### src/qpdio_pkg.sv
package qpdio_pkg;
	// ==========================================
	// register indices (word offsets, scaled by four on the bus)
	localparam logic [2:0] IDX_PORT_A_DATA  = 3'h0;
	localparam logic [2:0] IDX_PORT_D_DATA  = 3'h3;
	localparam logic [2:0] IDX_PORT_DIR     = 3'h4;
	localparam logic [2:0] IDX_IRQ_CTRL     = 3'h5;
	localparam logic [2:0] IDX_SPARE_ZERO_A = 3'h6;
	localparam logic [2:0] IDX_SPARE_ZERO_B = 3'h7;
	localparam logic [4:0] IDX_IRQ_STATUS   = 5'h08;
	localparam logic [4:0] IDX_IRQ_CLEAR    = 5'h09;
	localparam logic [4:0] IDX_IRQ_ENABLE   = 5'h0a;
	localparam int         ADDR_W           = 7;
	// ==========================================
	// field positions
	localparam int IRQ_ENABLE_BIT  = 7;
	localparam int IRQ_PENDING_BIT = 6;
	localparam int NUM_PORTS       = 4;
	localparam int PORT_W          = 8;
	// ==========================================
	// reset values and bus response codes
	localparam logic [7:0]  PORT_DATA_RST = 8'h00;
	localparam logic [3:0]  DIR_RST       = 4'h0;
	localparam logic [1:0]  MODE_RST      = 2'h0;
	localparam logic [1:0]  RESP_OKAY     = 2'h0;
	localparam logic [1:0]  RESP_SLVERR   = 2'h2;

	typedef enum logic [1:0] {
		QPDIO_LOW_LEVEL  = 2'h0,
		QPDIO_HIGH_LEVEL = 2'h1,
		QPDIO_FALL_EDGE  = 2'h2,
		QPDIO_RISE_EDGE  = 2'h3
	} qpdio_mode_t;

	typedef struct packed {
		logic [31:0] data;
		logic [1:0]  resp;
	} qpdio_rd_t;
endpackage

### src/qpdio_top.sv
`timescale 1ns/1ps
// What this block does
// (RULE1) an input port reads back the level on its pins, high as 1 and low as 0.
// (RULE2) an output port reads back its output register, the value on its pins.
// (RULE3) each port has its own output register, written in any direction and kept.
// (RULE4) software presets an output by writing data while input, then turning it to output.
// (RULE5) outputs are active high, a 1 drives the pin high and a 0 drives it low.
// (RULE6) the four port data registers sit at offsets zero to three and are read/write.
// (RULE7) offset four holds one direction bit per port, A in bit 0, 1 meaning output.
// (RULE8) reset clears every direction bit so all ports start as inputs.
// (RULE9) the only interrupt source is port A line 0.
// (RULE10) bits 1:0 at offset five pick low level, high level, falling or rising edge.
// (RULE11) bit 7 at offset five enables the interrupt and is cleared by reset.
// (RULE12) bit 6 at offset five reads 1 while pending, and that read clears it.
// (RULE13) software disables the interrupt before changing the mode.
// (RULE14) in level modes pending cannot clear until the source input has changed.
// (RULE15) the interrupt request is high while pending and enabled.
// (RULE16) unused bits at offsets four and five, and offsets six and seven, read zero.
module qpdio_top (
	input  wire logic        aclk,
	input  wire logic        aresetn,
	// axi4-lite write
	input  wire logic [6:0]  s_axi_awaddr,
	input  wire logic        s_axi_awvalid,
	output logic             s_axi_awready,
	input  wire logic [31:0] s_axi_wdata,
	input  wire logic [3:0]  s_axi_wstrb,
	input  wire logic        s_axi_wvalid,
	output logic             s_axi_wready,
	output logic [1:0]       s_axi_bresp,
	output logic             s_axi_bvalid,
	input  wire logic        s_axi_bready,
	// axi4-lite read
	input  wire logic [6:0]  s_axi_araddr,
	input  wire logic        s_axi_arvalid,
	output logic             s_axi_arready,
	output logic [31:0]      s_axi_rdata,
	output logic [1:0]       s_axi_rresp,
	output logic             s_axi_rvalid,
	input  wire logic        s_axi_rready,
	// port pins, one byte per port, A in the low byte
	input  wire logic [31:0] pins_i,
	output logic [31:0]      pins_o,
	output logic [31:0]      pins_oe,
	// interrupt
	output logic             irq
);
	// ==========================================
	// state
	logic [7:0]  port_q [4];
	logic [3:0]  dir_q;
	logic [1:0]  mode_q;
	logic        irq_en_q;
	logic        pend_q;
	logic        src_prev_q;
	logic        sts_q;
	logic        sts_en_q;
	logic        aw_hold_q;
	logic        w_hold_q;
	logic [6:0]  awaddr_q;
	logic [31:0] wdata_q;
	logic        wlane0_q;

	// ==========================================
	// helpers
	function automatic logic [4:0] word_idx(input logic [6:0] a);
		return a[6:2];
	endfunction

	function automatic logic [7:0] port_view(input logic [7:0] pin, input logic [7:0] reg_v,
	                                         input logic dir);
		return dir ? reg_v : pin; // RULE1 RULE2
	endfunction

	// ==========================================
	// write channel: address and data taken in either order
	logic do_wr;
	logic do_rd;
	logic [4:0] widx;
	logic [4:0] ridx;
	logic       src;
	logic       cond;
	logic       rd_pend;
	assign do_wr = aw_hold_q && w_hold_q && !s_axi_bvalid;
	assign widx  = word_idx(awaddr_q);
	assign src   = pins_i[0]; // RULE9

	always_ff @(posedge aclk) begin
		if (!aresetn) begin
			s_axi_awready <= 1'b0;
			s_axi_wready  <= 1'b0;
			aw_hold_q     <= 1'b0;
			w_hold_q      <= 1'b0;
			awaddr_q      <= 7'h00;
			wdata_q       <= 32'h0000_0000;
			wlane0_q      <= 1'b0;
			s_axi_bvalid  <= 1'b0;
			s_axi_bresp   <= qpdio_pkg::RESP_OKAY;
		end else begin
			s_axi_awready <= !aw_hold_q && !s_axi_awready && s_axi_awvalid;
			s_axi_wready  <= !w_hold_q && !s_axi_wready && s_axi_wvalid;
			if (s_axi_awvalid && s_axi_awready) begin
				aw_hold_q <= 1'b1;
				awaddr_q  <= s_axi_awaddr;
			end
			if (s_axi_wvalid && s_axi_wready) begin
				w_hold_q <= 1'b1;
				wdata_q  <= s_axi_wdata;
				wlane0_q <= s_axi_wstrb[0];
			end
			if (do_wr) begin
				aw_hold_q    <= 1'b0;
				w_hold_q     <= 1'b0;
				s_axi_bvalid <= 1'b1;
				s_axi_bresp  <= (widx > qpdio_pkg::IDX_IRQ_ENABLE) ?
				                qpdio_pkg::RESP_SLVERR : qpdio_pkg::RESP_OKAY;
			end else if (s_axi_bvalid && s_axi_bready) begin
				s_axi_bvalid <= 1'b0;
			end
		end
	end

	// ==========================================
	// port data and direction
	genvar g;
	generate
		for (g = 0; g < qpdio_pkg::NUM_PORTS; g++) begin : g_port
			always_ff @(posedge aclk) begin
				if (!aresetn) begin
					port_q[g] <= qpdio_pkg::PORT_DATA_RST;
				end else if (do_wr && wlane0_q && widx == 5'(g)) begin
					port_q[g] <= wdata_q[7:0]; // RULE3 RULE6
				end
			end
			always_ff @(posedge aclk) begin
				if (!aresetn) begin
					pins_o[g*8 +: 8]  <= 8'h00;
					pins_oe[g*8 +: 8] <= 8'h00;
				end else begin
					pins_o[g*8 +: 8]  <= port_q[g]; // RULE5
					pins_oe[g*8 +: 8] <= {8{dir_q[g]}}; // RULE4
				end
			end
		end
	endgenerate

	always_ff @(posedge aclk) begin
		if (!aresetn) begin
			dir_q <= qpdio_pkg::DIR_RST; // RULE8
		end else if (do_wr && wlane0_q && widx == 5'(qpdio_pkg::IDX_PORT_DIR)) begin
			dir_q <= wdata_q[3:0]; // RULE7
		end
	end

	// ==========================================
	// interrupt control
	always_ff @(posedge aclk) begin
		if (!aresetn) begin
			mode_q   <= qpdio_pkg::MODE_RST;
			irq_en_q <= 1'b0; // RULE11
		end else if (do_wr && wlane0_q && widx == 5'(qpdio_pkg::IDX_IRQ_CTRL)) begin
			mode_q   <= wdata_q[1:0]; // RULE10 RULE13
			irq_en_q <= wdata_q[qpdio_pkg::IRQ_ENABLE_BIT];
		end
	end

	always_comb begin
		case (qpdio_pkg::qpdio_mode_t'(mode_q))
			qpdio_pkg::QPDIO_LOW_LEVEL:  cond = !src;
			qpdio_pkg::QPDIO_HIGH_LEVEL: cond = src;
			qpdio_pkg::QPDIO_FALL_EDGE:  cond = src_prev_q && !src;
			qpdio_pkg::QPDIO_RISE_EDGE:  cond = !src_prev_q && src;
			default:                     cond = 1'b0;
		endcase
	end

	assign do_rd   = s_axi_arvalid && s_axi_arready;
	assign ridx    = word_idx(s_axi_araddr);
	assign rd_pend = do_rd && ridx == 5'(qpdio_pkg::IDX_IRQ_CTRL);

	// level modes: set wins over the clearing read while the level holds,
	// so only a read after the input has let go clears pending
	always_ff @(posedge aclk) begin
		if (!aresetn) begin
			src_prev_q <= 1'b1; // pull-up idle, no false rise after reset
			pend_q     <= 1'b0;
		end else begin
			src_prev_q <= src;
			if (cond && irq_en_q) begin
				pend_q <= 1'b1; // RULE12 RULE14
			end else if (rd_pend) begin
				pend_q <= 1'b0; // RULE12
			end
		end
	end

	// sticky status, clear-on-write and enable mirror of the pending event
	always_ff @(posedge aclk) begin
		if (!aresetn) begin
			sts_q    <= 1'b0;
			sts_en_q <= 1'b0;
		end else begin
			if (!pend_q && cond && irq_en_q) begin
				sts_q <= 1'b1;
			end else if (do_wr && wlane0_q && widx == qpdio_pkg::IDX_IRQ_CLEAR && wdata_q[0]) begin
				sts_q <= 1'b0;
			end
			if (do_wr && wlane0_q && widx == qpdio_pkg::IDX_IRQ_ENABLE) begin
				sts_en_q <= wdata_q[0];
			end
		end
	end

	always_ff @(posedge aclk) begin
		if (!aresetn) begin
			irq <= 1'b0;
		end else begin
			irq <= (pend_q && irq_en_q) || (sts_q && sts_en_q); // RULE15
		end
	end

	// ==========================================
	// read channel
	always_ff @(posedge aclk) begin
		if (!aresetn) begin
			s_axi_arready <= 1'b0;
			s_axi_rvalid  <= 1'b0;
			s_axi_rdata   <= 32'h0000_0000;
			s_axi_rresp   <= qpdio_pkg::RESP_OKAY;
		end else begin
			s_axi_arready <= !s_axi_arready && !s_axi_rvalid && s_axi_arvalid;
			if (do_rd) begin
				s_axi_rvalid <= 1'b1;
				s_axi_rresp  <= qpdio_pkg::RESP_OKAY;
				s_axi_rdata  <= 32'h0000_0000; // RULE16
				if (ridx <= 5'(qpdio_pkg::IDX_PORT_D_DATA)) begin
					s_axi_rdata[7:0] <= port_view(pins_i[ridx[1:0]*8 +: 8], port_q[ridx[1:0]],
					                              dir_q[ridx[1:0]]);
				end else if (ridx == 5'(qpdio_pkg::IDX_PORT_DIR)) begin
					s_axi_rdata[3:0] <= dir_q;
				end else if (ridx == 5'(qpdio_pkg::IDX_IRQ_CTRL)) begin
					s_axi_rdata[7:0] <= {irq_en_q, pend_q, 4'h0, mode_q};
				end else if (ridx == qpdio_pkg::IDX_IRQ_STATUS) begin
					s_axi_rdata[0] <= sts_q;
				end else if (ridx == qpdio_pkg::IDX_IRQ_ENABLE) begin
					s_axi_rdata[0] <= sts_en_q;
				end else if (ridx > qpdio_pkg::IDX_IRQ_ENABLE) begin
					s_axi_rresp <= qpdio_pkg::RESP_SLVERR;
				end
			end else if (s_axi_rvalid && s_axi_rready) begin
				s_axi_rvalid <= 1'b0;
			end
		end
	end
endmodule // qpdio_top

### config.mk
export PLATFORM = sky130hd
export DESIGN_NAME = qpdio_top
export DESIGN_NICKNAME = d
export VERILOG_FILES = /design/src/qpdio_pkg.sv /design/src/qpdio_top.sv
export SDC_FILE = /design/constraint.sdc
export NUM_CORES = 1
export LEC_CHECK = 0
export BUFFER_PORTS_ARGS = -buffer_cell sky130_fd_sc_hd__buf_2
export CAP_MARGIN = 25
export CELL_PAD_IN_SITES_DETAIL_PLACEMENT = 1
export CELL_PAD_IN_SITES_GLOBAL_PLACEMENT = 2
export CORE_MARGIN = 2
export CORE_UTILIZATION = 26
export CTS_CLUSTER_DIAMETER = 150
export DETAILED_ROUTE_END_ITERATION = 10
export PLACE_DENSITY_LB_ADDON = 0.1
export SLEW_MARGIN = 20
export SYNTH_ARGS = -nofsm -noshare
export SYNTH_HDL_FRONTEND = slang
export SYNTH_SLANG_ARGS = --single-unit
### constraint.sdc
create_clock -name aclk -period 1.87 [get_ports aclk]
set_clock_uncertainty 0.1 [all_clocks]
set_input_delay 0.0935 -clock aclk [delete_from_list [all_inputs] [get_ports aclk]]
set_output_delay 0.0935 -clock aclk [all_outputs]
set_load 0.01 [all_outputs]
=== After elaboration in Yosys (flattened, before gate mapping) ===
Memories as Yosys holds them, arrays and structs flattened. A register that Yosys moved wholly into a read port is not among the register bits.
Index checks and enable logic that the tools add are counted.

* Bits in writable memories: 32
* Word-level logic and storage cells: 146
* Memories: 1
* Input port bits: 89
* Flip-flop bits (word level): 51

* Bitwise logic cells: 5
* $lt $le $gt $ge: 4
* Eq/ne operators: 14
* Shift operators: 1
* Reduce and logical (&&, ||, !) cells: 53
* Multiplexer cells: 43

{| class="wikitable"
|+ Memories
! memory !! depth !! bits a word !! read ports !! clocked after Yosys merged registers in !! write ports !! line !! source
|-
| port_q || 4 || 8 || 5 || 4 || 4 || qpdio_top.sv:50 || <nowiki>logic [7:0] port_q [4];</nowiki>
|}

{| class="wikitable"
|+ Operators with widths
! cell !! number
|-
| two-way mux 8 bit || 6
|-
| variable part select 32 x 6 -> 8 bit || 1
|-
| logical AND 1 bit || 31
|-
| two-way mux 1 bit || 25
|-
| == test 5 x 3 -> 1 bit (second input constant) || 4
|-
| == test 5 x 4 -> 1 bit (second input constant) || 4
|-
| logical NOT 1 bit || 14
|-
| two-way mux 2 bit || 7
|-
| == test 5 x 2 -> 1 bit (second input constant) || 2
|-
| greater-than comparator 5 x 4 -> 1 bit (second input constant) || 2
|-
| two-way mux 4 bit || 2
|-
| nonzero test 2 bit || 4
|-
| two-way mux 7 bit || 1
|-
| == test 5 x 1 -> 1 bit (second input constant) || 1
|-
| <= comparator 5 x 2 -> 1 bit (second input constant) || 1
|-
| logical NOT 5 bit || 1
|-
| == test 2 bit (second input constant) || 2
|-
| bitwise OR 1 bit || 4
|-
| one-hot mux 1 bit (4 select lines) || 1
|-
| < comparator 2 x 3 -> 1 bit (second input constant) || 1
|-
| binary-select mux 1 bit (select 2 bit) || 1
|-
| == test 2 x 1 -> 1 bit (second input constant) || 1
|-
| logical NOT 2 bit || 1
|-
| OR reduction 2 bit || 1
|-
| 2 further kinds || 2
|}

=== Logic depth before layout (Yosys ltp) ===
Gate-level depths: netlist of run 1.

* Depth after elaboration: 8
* Mapped depth: 6
* Mapped depth without buffers: 4

=== Least setup slack after synthesis of run 1 ===
Ideal clock, no wire load.

* Path kind: register to register
* Start point: register s_axi_bvalid
* End point: memory port_q[0][0] (enable)
* Stages on the path, launching flop included: 5
* Period minus slack after synthesis: 2.135 ns
* Buffers on the path: 1
* Slack: -0.265 ns
* Required time: 1.383 ns
* Data arrival time: 1.648 ns
* Cell sequence: dfxtp_1 and3b_1 clkbuf_1 nand3b_1 o31ai_1

{| class="wikitable"
|+ RTL lines
! what !! line !! source
|-
| start, declared || qpdio_top.sv:31 || <nowiki>output logic s_axi_bvalid,</nowiki>
|-
| start signal, assigned || qpdio_top.sv:97 || <nowiki>s_axi_bvalid <= 1'b0;</nowiki>
|-
| start signal, assigned || qpdio_top.sv:114 || <nowiki>s_axi_bvalid <= 1'b1;</nowiki>
|-
| start signal, assigned || qpdio_top.sv:118 || <nowiki>s_axi_bvalid <= 1'b0;</nowiki>
|-
| end, declared || qpdio_top.sv:50 ||
|}

=== Final worst setup path of run 1 ===
* Start point: register dir_q[3]
* End point: register s_axi_rdata[3]

* Word-level cells in the longest chain between the ends: 4
* Elaborated cells on any way between the ends: 5
* Classes of those cells: mux: 5

{| class="wikitable"
|+ RTL lines
! what !! line !! source
|-
| start, declared || qpdio_top.sv:51 || <nowiki>logic [3:0] dir_q;</nowiki>
|-
| start signal, assigned || qpdio_top.sv:149 || <nowiki>dir_q <= qpdio_pkg::DIR_RST;</nowiki>
|-
| start signal, assigned || qpdio_top.sv:151 || <nowiki>dir_q <= wdata_q[3:0];</nowiki>
|-
| binary-select mux 1 bit (select 2 bit) || qpdio_top.sv:238 || <nowiki>dir_q[ridx[1:0]]);</nowiki>
|-
| two-way mux 1 bit (implied by the code) || qpdio_top.sv:238 ||
|-
| two-way mux 8 bit || qpdio_top.sv:72 || <nowiki>return dir ? reg_v : pin;</nowiki>
|-
| two-way mux 8 bit (*) || qpdio_top.sv:236 || <nowiki>if (ridx <= 5'(qpdio_pkg::IDX_PORT_D_DATA)) begin</nowiki>
|-
| end signal, assigned || qpdio_top.sv:237 || <nowiki>s_axi_rdata[7:0] <= port_view(pins_i[ridx[1:0]*8 +: 8], port_q[ridx[1:0]],</nowiki>
|-
| end signal, assigned || qpdio_top.sv:240 || <nowiki>s_axi_rdata[3:0] <= dir_q;</nowiki>
|-
| end signal, assigned || qpdio_top.sv:242 || <nowiki>s_axi_rdata[7:0] <= {irq_en_q, pend_q, 4'h0, mode_q};</nowiki>
|-
| end, declared || qpdio_top.sv:37 || <nowiki>output logic [31:0] s_axi_rdata,</nowiki>
|}

Mark *: on every way between the ends. The rest lies on a longest branch, timed or not. The select of a mux whose other input is x is not followed.
A chain may end at the register's enable or synchronous reset.

==> flow_summary.toml, run 1 <==
[run_status]
status = "completed"

[sta]
whs_ps = 134.0
grt_setup_unrepaired = "false"
slew_violations = 0
period_minus_slack_ps = 1786
timing.setup.tns_ps = 0
setup_viol = 0
fmax_ghz = 0.5600
finalHoldViolCount = 0
min_period_over_period = 0.9550

[critical_path]
worst_setup_path_end_kind = "flop"
ff2ff_path_depth = 4
rrSetupSlack_ps = 80
rr_startpoint = "dir_q[3]"
crit_path_start = "dir_q[3]"
crit_path_start_kind = "flop"
worst_ep_required_time_ps = 2010
arrival_ps = 1930
rr_endpoint = "s_axi_rdata[3]"
worstSetupPathType = "flop to flop"
cp_max_fo = 5

[clocking]
path_clk_slew_ps = 70
numCtsBuffers = 9
cts_max_level = 3
clock_latency_ps = 350
postCtsSetupBuffers = 0
cts_num_sinks = 111
root_buffer = "clkbuf_16"
clock_path_buffers = 2
cts_tree = "done"

[routing]
drc = 0
drtIter0Drc = 125
wire_per_inst_um = 15.67
ant_nets = 0
wirelength_mm = 12.97
firstDrtPassIters = 4
via_per_inst = 4.290
via_count = 3552

[placed_design]
portBuffers = 137
place.gp.congestion = 0.7518
dp_hpwl_mm = 9.916

[synth]
ys_async_sr_fraction = 0
ys_seq_elements = 111
yosysUniqueCellTypes = 40
synth_common_cells = "dfxtp_1, and2_1, buf_4"
synth_flop_cell = "dfxtp_1"
synth_edf_count = 32
syn_area_per_cell_um2 = 11.07
synth_area_leader_cell = "dfxtp_1"
ys.warnings.count = 0
synth_most_common_cell = "dfxtp_1"
synth_area_um2 = 4882
yosysTopAreaCellShare = 0.3239
ys_seq_area_frac = 0.5208
synth_top_cells_by_area = "dfxtp_1, edfxtp_1, and2_1"
synthCells = 441

[finish]
drive_gt1_frac = 0.3468
nNetsFinal = 678
antenna_cells = 0
area_delta_synth_final_pct = 27.52
nFillCells = 2131

[global_routing]
grt_max_degree = 49
grt_pass1_vias = 3537
grt_pass1_wl_mm = 19.66
grt-ovfl-total = 0
antenna_found_initial = 0
grt_use_total = 0.1303

[hold_path]
whs_path_depth = 5
min_path_type = "input pin to flop"
worstHoldStart = "s_axi_araddr[4]"
hold_end = "s_axi_rdata[0]"

[power]
p_switching_mw = 1.208
sw_frac_of_total = 0.2407
power_leakage_nw = 2.742
internal_power_mw = 3.811
clkPwrFrac = 0.397
p_seq_frac = 0.515
irDropWorstVdd_mv = 0.4203
power.share.combinational = 0.089
power_density_nw_per_um2 = 806.1

[die]
die_area_um2 = 19890
core-area_um2 = 18580
die_width_um = 141.0
start_util = 0.2628
ioPinCount = 195
die_y_um = 141.0
num_rows = 50

[job]
max_cap_viol_count = 0
[repair_timing]
item                       CTS  global route
hold buffers                23             0
setup endpoints to repair    0             8
hold endpoints to repair    22             0
resized for setup            0             1
[stage by stage]
step	util	setup WS, ps	power [mW]	instance area (µm²)	instances
5_1_grt	0.3351	23.42	5.258	6226	828
2_1_floorplan	-	-51.75	2.895	4981	466
3_3_place_gp	0.3061	19.87	3.058	5688	789
3_5_place_dp	0.3061	12.58	3.063	5688	789
6_report	0.3351	84.23	5.019	6226	828
4_1_cts	0.3350	73.57	5.135	6225	828
[routing by layer]
layer,part of all wire,vias to the layer above,GRT usage
met2,0.48,122,0.2180
met1,0.46,1695,0.1683
li1,-,1723,-
met5,0,-,0
met3,0.050,12,0.02887
met4,0.012,0,0.04105
[placed cells by master, fill, tap and decap left out, drive strengths merged, types with 3 or more instances in the layout]
master       instances
a21oi                5
o21ai               14
nor2                12
a21boi              18
mux2                 5
mux2i               13
nor3                 5
conb                26
nor2b               11
dlygate4sd3         23
nand2               42
dfxtp               79
clkbuf              11
nand4                3
buf                165
mux4                17
nand2b               8
edfxtp              32
inv                  4
nand3                6
and2                72
o21a                 3
[flip-flops by register name, indices dropped and copies added, names as in the netlist, 2 cells and up]
signal       flops
wdata_q          8
pins_oe          4
awaddr_q         5
port_q          32
s_axi_rdata      8
pins_o          32
dir_q            4
mode_q           2
[power groups by stage]
stage	registers, mW	logic [mW]	clock network, mW
final	2.58	0.445	1.99
after global routing	2.59	0.492	2.17
after CTS	2.59	0.458	2.09
after detailed placement	2.64	0.421	0
after global placement	2.64	0.418	0
after floorplan	2.64	0.256	0
[worst max path at each step]
stage | slack [ps] | end
after floorplan | -50 | port_q[0][0]
after global placement | 20 | s_axi_rdata[3]
after detailed placement | 10 | s_axi_rdata[3]
after CTS | 70 | s_axi_rdata[3]
after global routing | 20 | s_axi_rdata[3]
final | 80 | s_axi_rdata[3]
[worst max-delay path, stage by stage, from the launching register on]
cell	delay, ps
dfxtp_1	320
mux4_2	560
mux2_4	320
a221oi_1	290
nor2_1	70
[cell type report]
type / count / area, µm² / share of cell area
Sequential cell: 111 / 2542 / 0.4084
Tap cell: 234 / 292.8 / 0.04703
Multi-Input combinational cell: 279 / 1933 / 0.3105
Clock buffer: 11 / 264.0 / 0.04240
Timing Repair Buffer: 188 / 1151 / 0.1849
Clock inverter: 5 / 42.54 / 0.006833
[cell families after synthesis]
family,after synthesis,synth area share
other,1,0.0007681
DFF,111,0.5208
buffers and inverters,76,0.1038
muxes,35,0.1174
AOI/OAI and AO/OA,49,0.06663
and+or+nand+nor,169,0.1907
No activity file was read; power rests on OpenSTA's default activity.
==> inputs of run 2 (changes only) <==
--- a/config.mk
+++ b/config.mk
@@ -13,7 +13,7 @@
 export CORE_UTILIZATION = 26
 export CTS_CLUSTER_DIAMETER = 150
 export DETAILED_ROUTE_END_ITERATION = 10
-export PLACE_DENSITY_LB_ADDON = 0.1
+export PLACE_DENSITY = 0.74
 export SLEW_MARGIN = 20
 export SYNTH_ARGS = -nofsm -noshare
 export SYNTH_HDL_FRONTEND = slang
==> flow_summary.toml, run 2 (synthesized netlist as in run 1, its figures left out) <==
[routing]
drt-met1-wl_mm = 5.545
wire_per_inst_um = 15.45
highest_layer = "met4"
wl_met3_um = 516
firstDrtPassIters = 4
via_count = 3575
wirelength_mm = 12.76
ant_nets = 0
dr_wl_met2_mm = 6.458
via_per_inst = 4.328
drc = 0
drtIter0Drc = 132

[clocking]
root_buffer = "clkbuf_16"
numCtsBuffers = 9
cts_num_sinks = 111
cts_tree = "done"
clock_latency_ps = 360
postCtsSetupBuffers = 0
cts_max_level = 3
path_clk_slew_ps = 70
clock_path_buffers = 2

[power]
internal_power_mw = 3.795
power_leakage_nw = 2.708
p_switching_mw = 1.136
p_seq_frac = 0.525
irDropWorstVdd_mv = 0.4555
power.share.combinational = 0.087
sw_frac_of_total = 0.2304
total_power_mw = 4.931
clkPwrFrac = 0.388
power_density_nw_per_um2 = 798.3

[finish]
fin_cells = 826
area_delta_synth_final_pct = 26.52
drive_gt1_frac = 0.3361
layout_commonest_cell = "buf_2"
final_cell_mix = "buf_2, dfxtp_1, and2_1"
nNetsFinal = 676
seq_area_um2 = 2542
nFillCells = 2080
reg_top3 = "pins_o: 32 flops, port_q: 32 flops"
multiInputGateArea_um2 = 1937
antenna_cells = 0

[sta]
slew_violations = 0
timing.setup.tns_ps = 0
period_minus_slack_ps = 1772
finalHoldViolCount = 0
grt_setup_unrepaired = "false"
fmax_ghz = 0.5643
min_period_over_period = 0.9476
setup_viol = 0
whs_ps = 137.6

[critical_path]
max_stage_delay_ps = 480
worst_setup_path_end_kind = "flop"
critPathBufInv = 0
crit_family = "multiplexers"
arrival_ps = 1910
worst_ep_required_time_ps = 2010
path_cells = "mux4_2 -> mux2_4 -> a221oi_1 -> nor2_1"
rr_startpoint = "port_q[2][3]"
cp_max_fo = 2
crit_path_start_kind = "flop"
worstSetupPathType = "flop to flop"
crit_slowest_cell = "mux4_2"
crit_path_start = "port_q[2][3]"

[global_routing]
grt_pass1_vias = 3636
grt-ovfl-total = 0
antenna_found_initial = 0
grt_max_degree = 46
grt_pass1_wl_mm = 19.57
grt_use_total = 0.1280

[placed_design]
dp.cells = 785
dp_hpwl_mm = 9.905
place.gp.congestion = 0.7555
portBuffers = 137

[run_status]
status = "completed"

[die]
ioPinCount = 195
core-area_um2 = 18580
die_y_um = 141.0
start_util = 0.2628
die_area_um2 = 19890
num_rows = 50
die_width_um = 141.0

[hold_path]
min_path_type = "input pin to flop"
worstHoldStart = "s_axi_araddr[4]"

[job]
max_cap_viol_count = 0
[run 2: cell types whose count changed in the layout (fill, tap and decap cells not counted), moves of 2 or more]
cell and change:
inv_6 -2, dlygate4sd3_1 +2, buf_4 -2, buf_12 -2, clkinv_1 +2
[run 2: final timing paths]
check,cells after the start,slack (ps),to
worst max-delay path,4,100,s_axi_rdata[3]
worst min-delay path,5,140,s_axi_rdata[0]
worst max register to register,4,100,s_axi_rdata[3]
worst min register to register,1,350,s_axi_awready
[run 2: worst reg2reg max path, delay by kind of cell, from the launching register on]
family,cells,cell delay [ps]
multiplexers,2,740
AO/OA/AOI/OAI,1,300
flip-flops,1,440
AND/OR/NAND/NOR,1,80
[run 2: what timing repair did]
item,in CTS,in global routing
resized for setup,0,1
endpoints found under the setup margin,0,8
hold buffers,25,0
endpoints found under the hold margin,21,0
[run 2: routing by layer]
layer | GRT usage | vias to the layer above
met1 | 0.1523 | 1719
met2 | 0.2288 | 115
met3 | 0.02140 | 13
li1 | - | 1728
met4 | 0.05368 | 0
met5 | 0 | -
[run 2: area by class of cell]
cell class                 instances  area share
tap                              234     0.04740
clock inverter                     6    0.009723
clock buffer                      10     0.03707
timing repair buffer             186      0.1807
sequential                       111      0.4116
multi-input combinational        279      0.3136
[run 2: through the flow]
stage	util	worst slack [ps]	instance area, µm²
after floorplan	-	-51.75	4981
after global placement	0.3032	-18.09	5633
after detailed placement	0.3032	-26.40	5633
after CTS	0.3322	100.2	6172
after global routing	0.3325	12.11	6177
final	0.3325	97.96	6177
[run 2: power groups by stage]
stage	registers (mW)	clock network [mW]	logic [mW]
CTS	2.59	1.97	0.436
finish	2.59	1.91	0.431
floorplan	2.64	0	0.256
global route	2.60	2.06	0.472
global placement	2.64	0	0.388
detailed placement	2.65	0	0.397
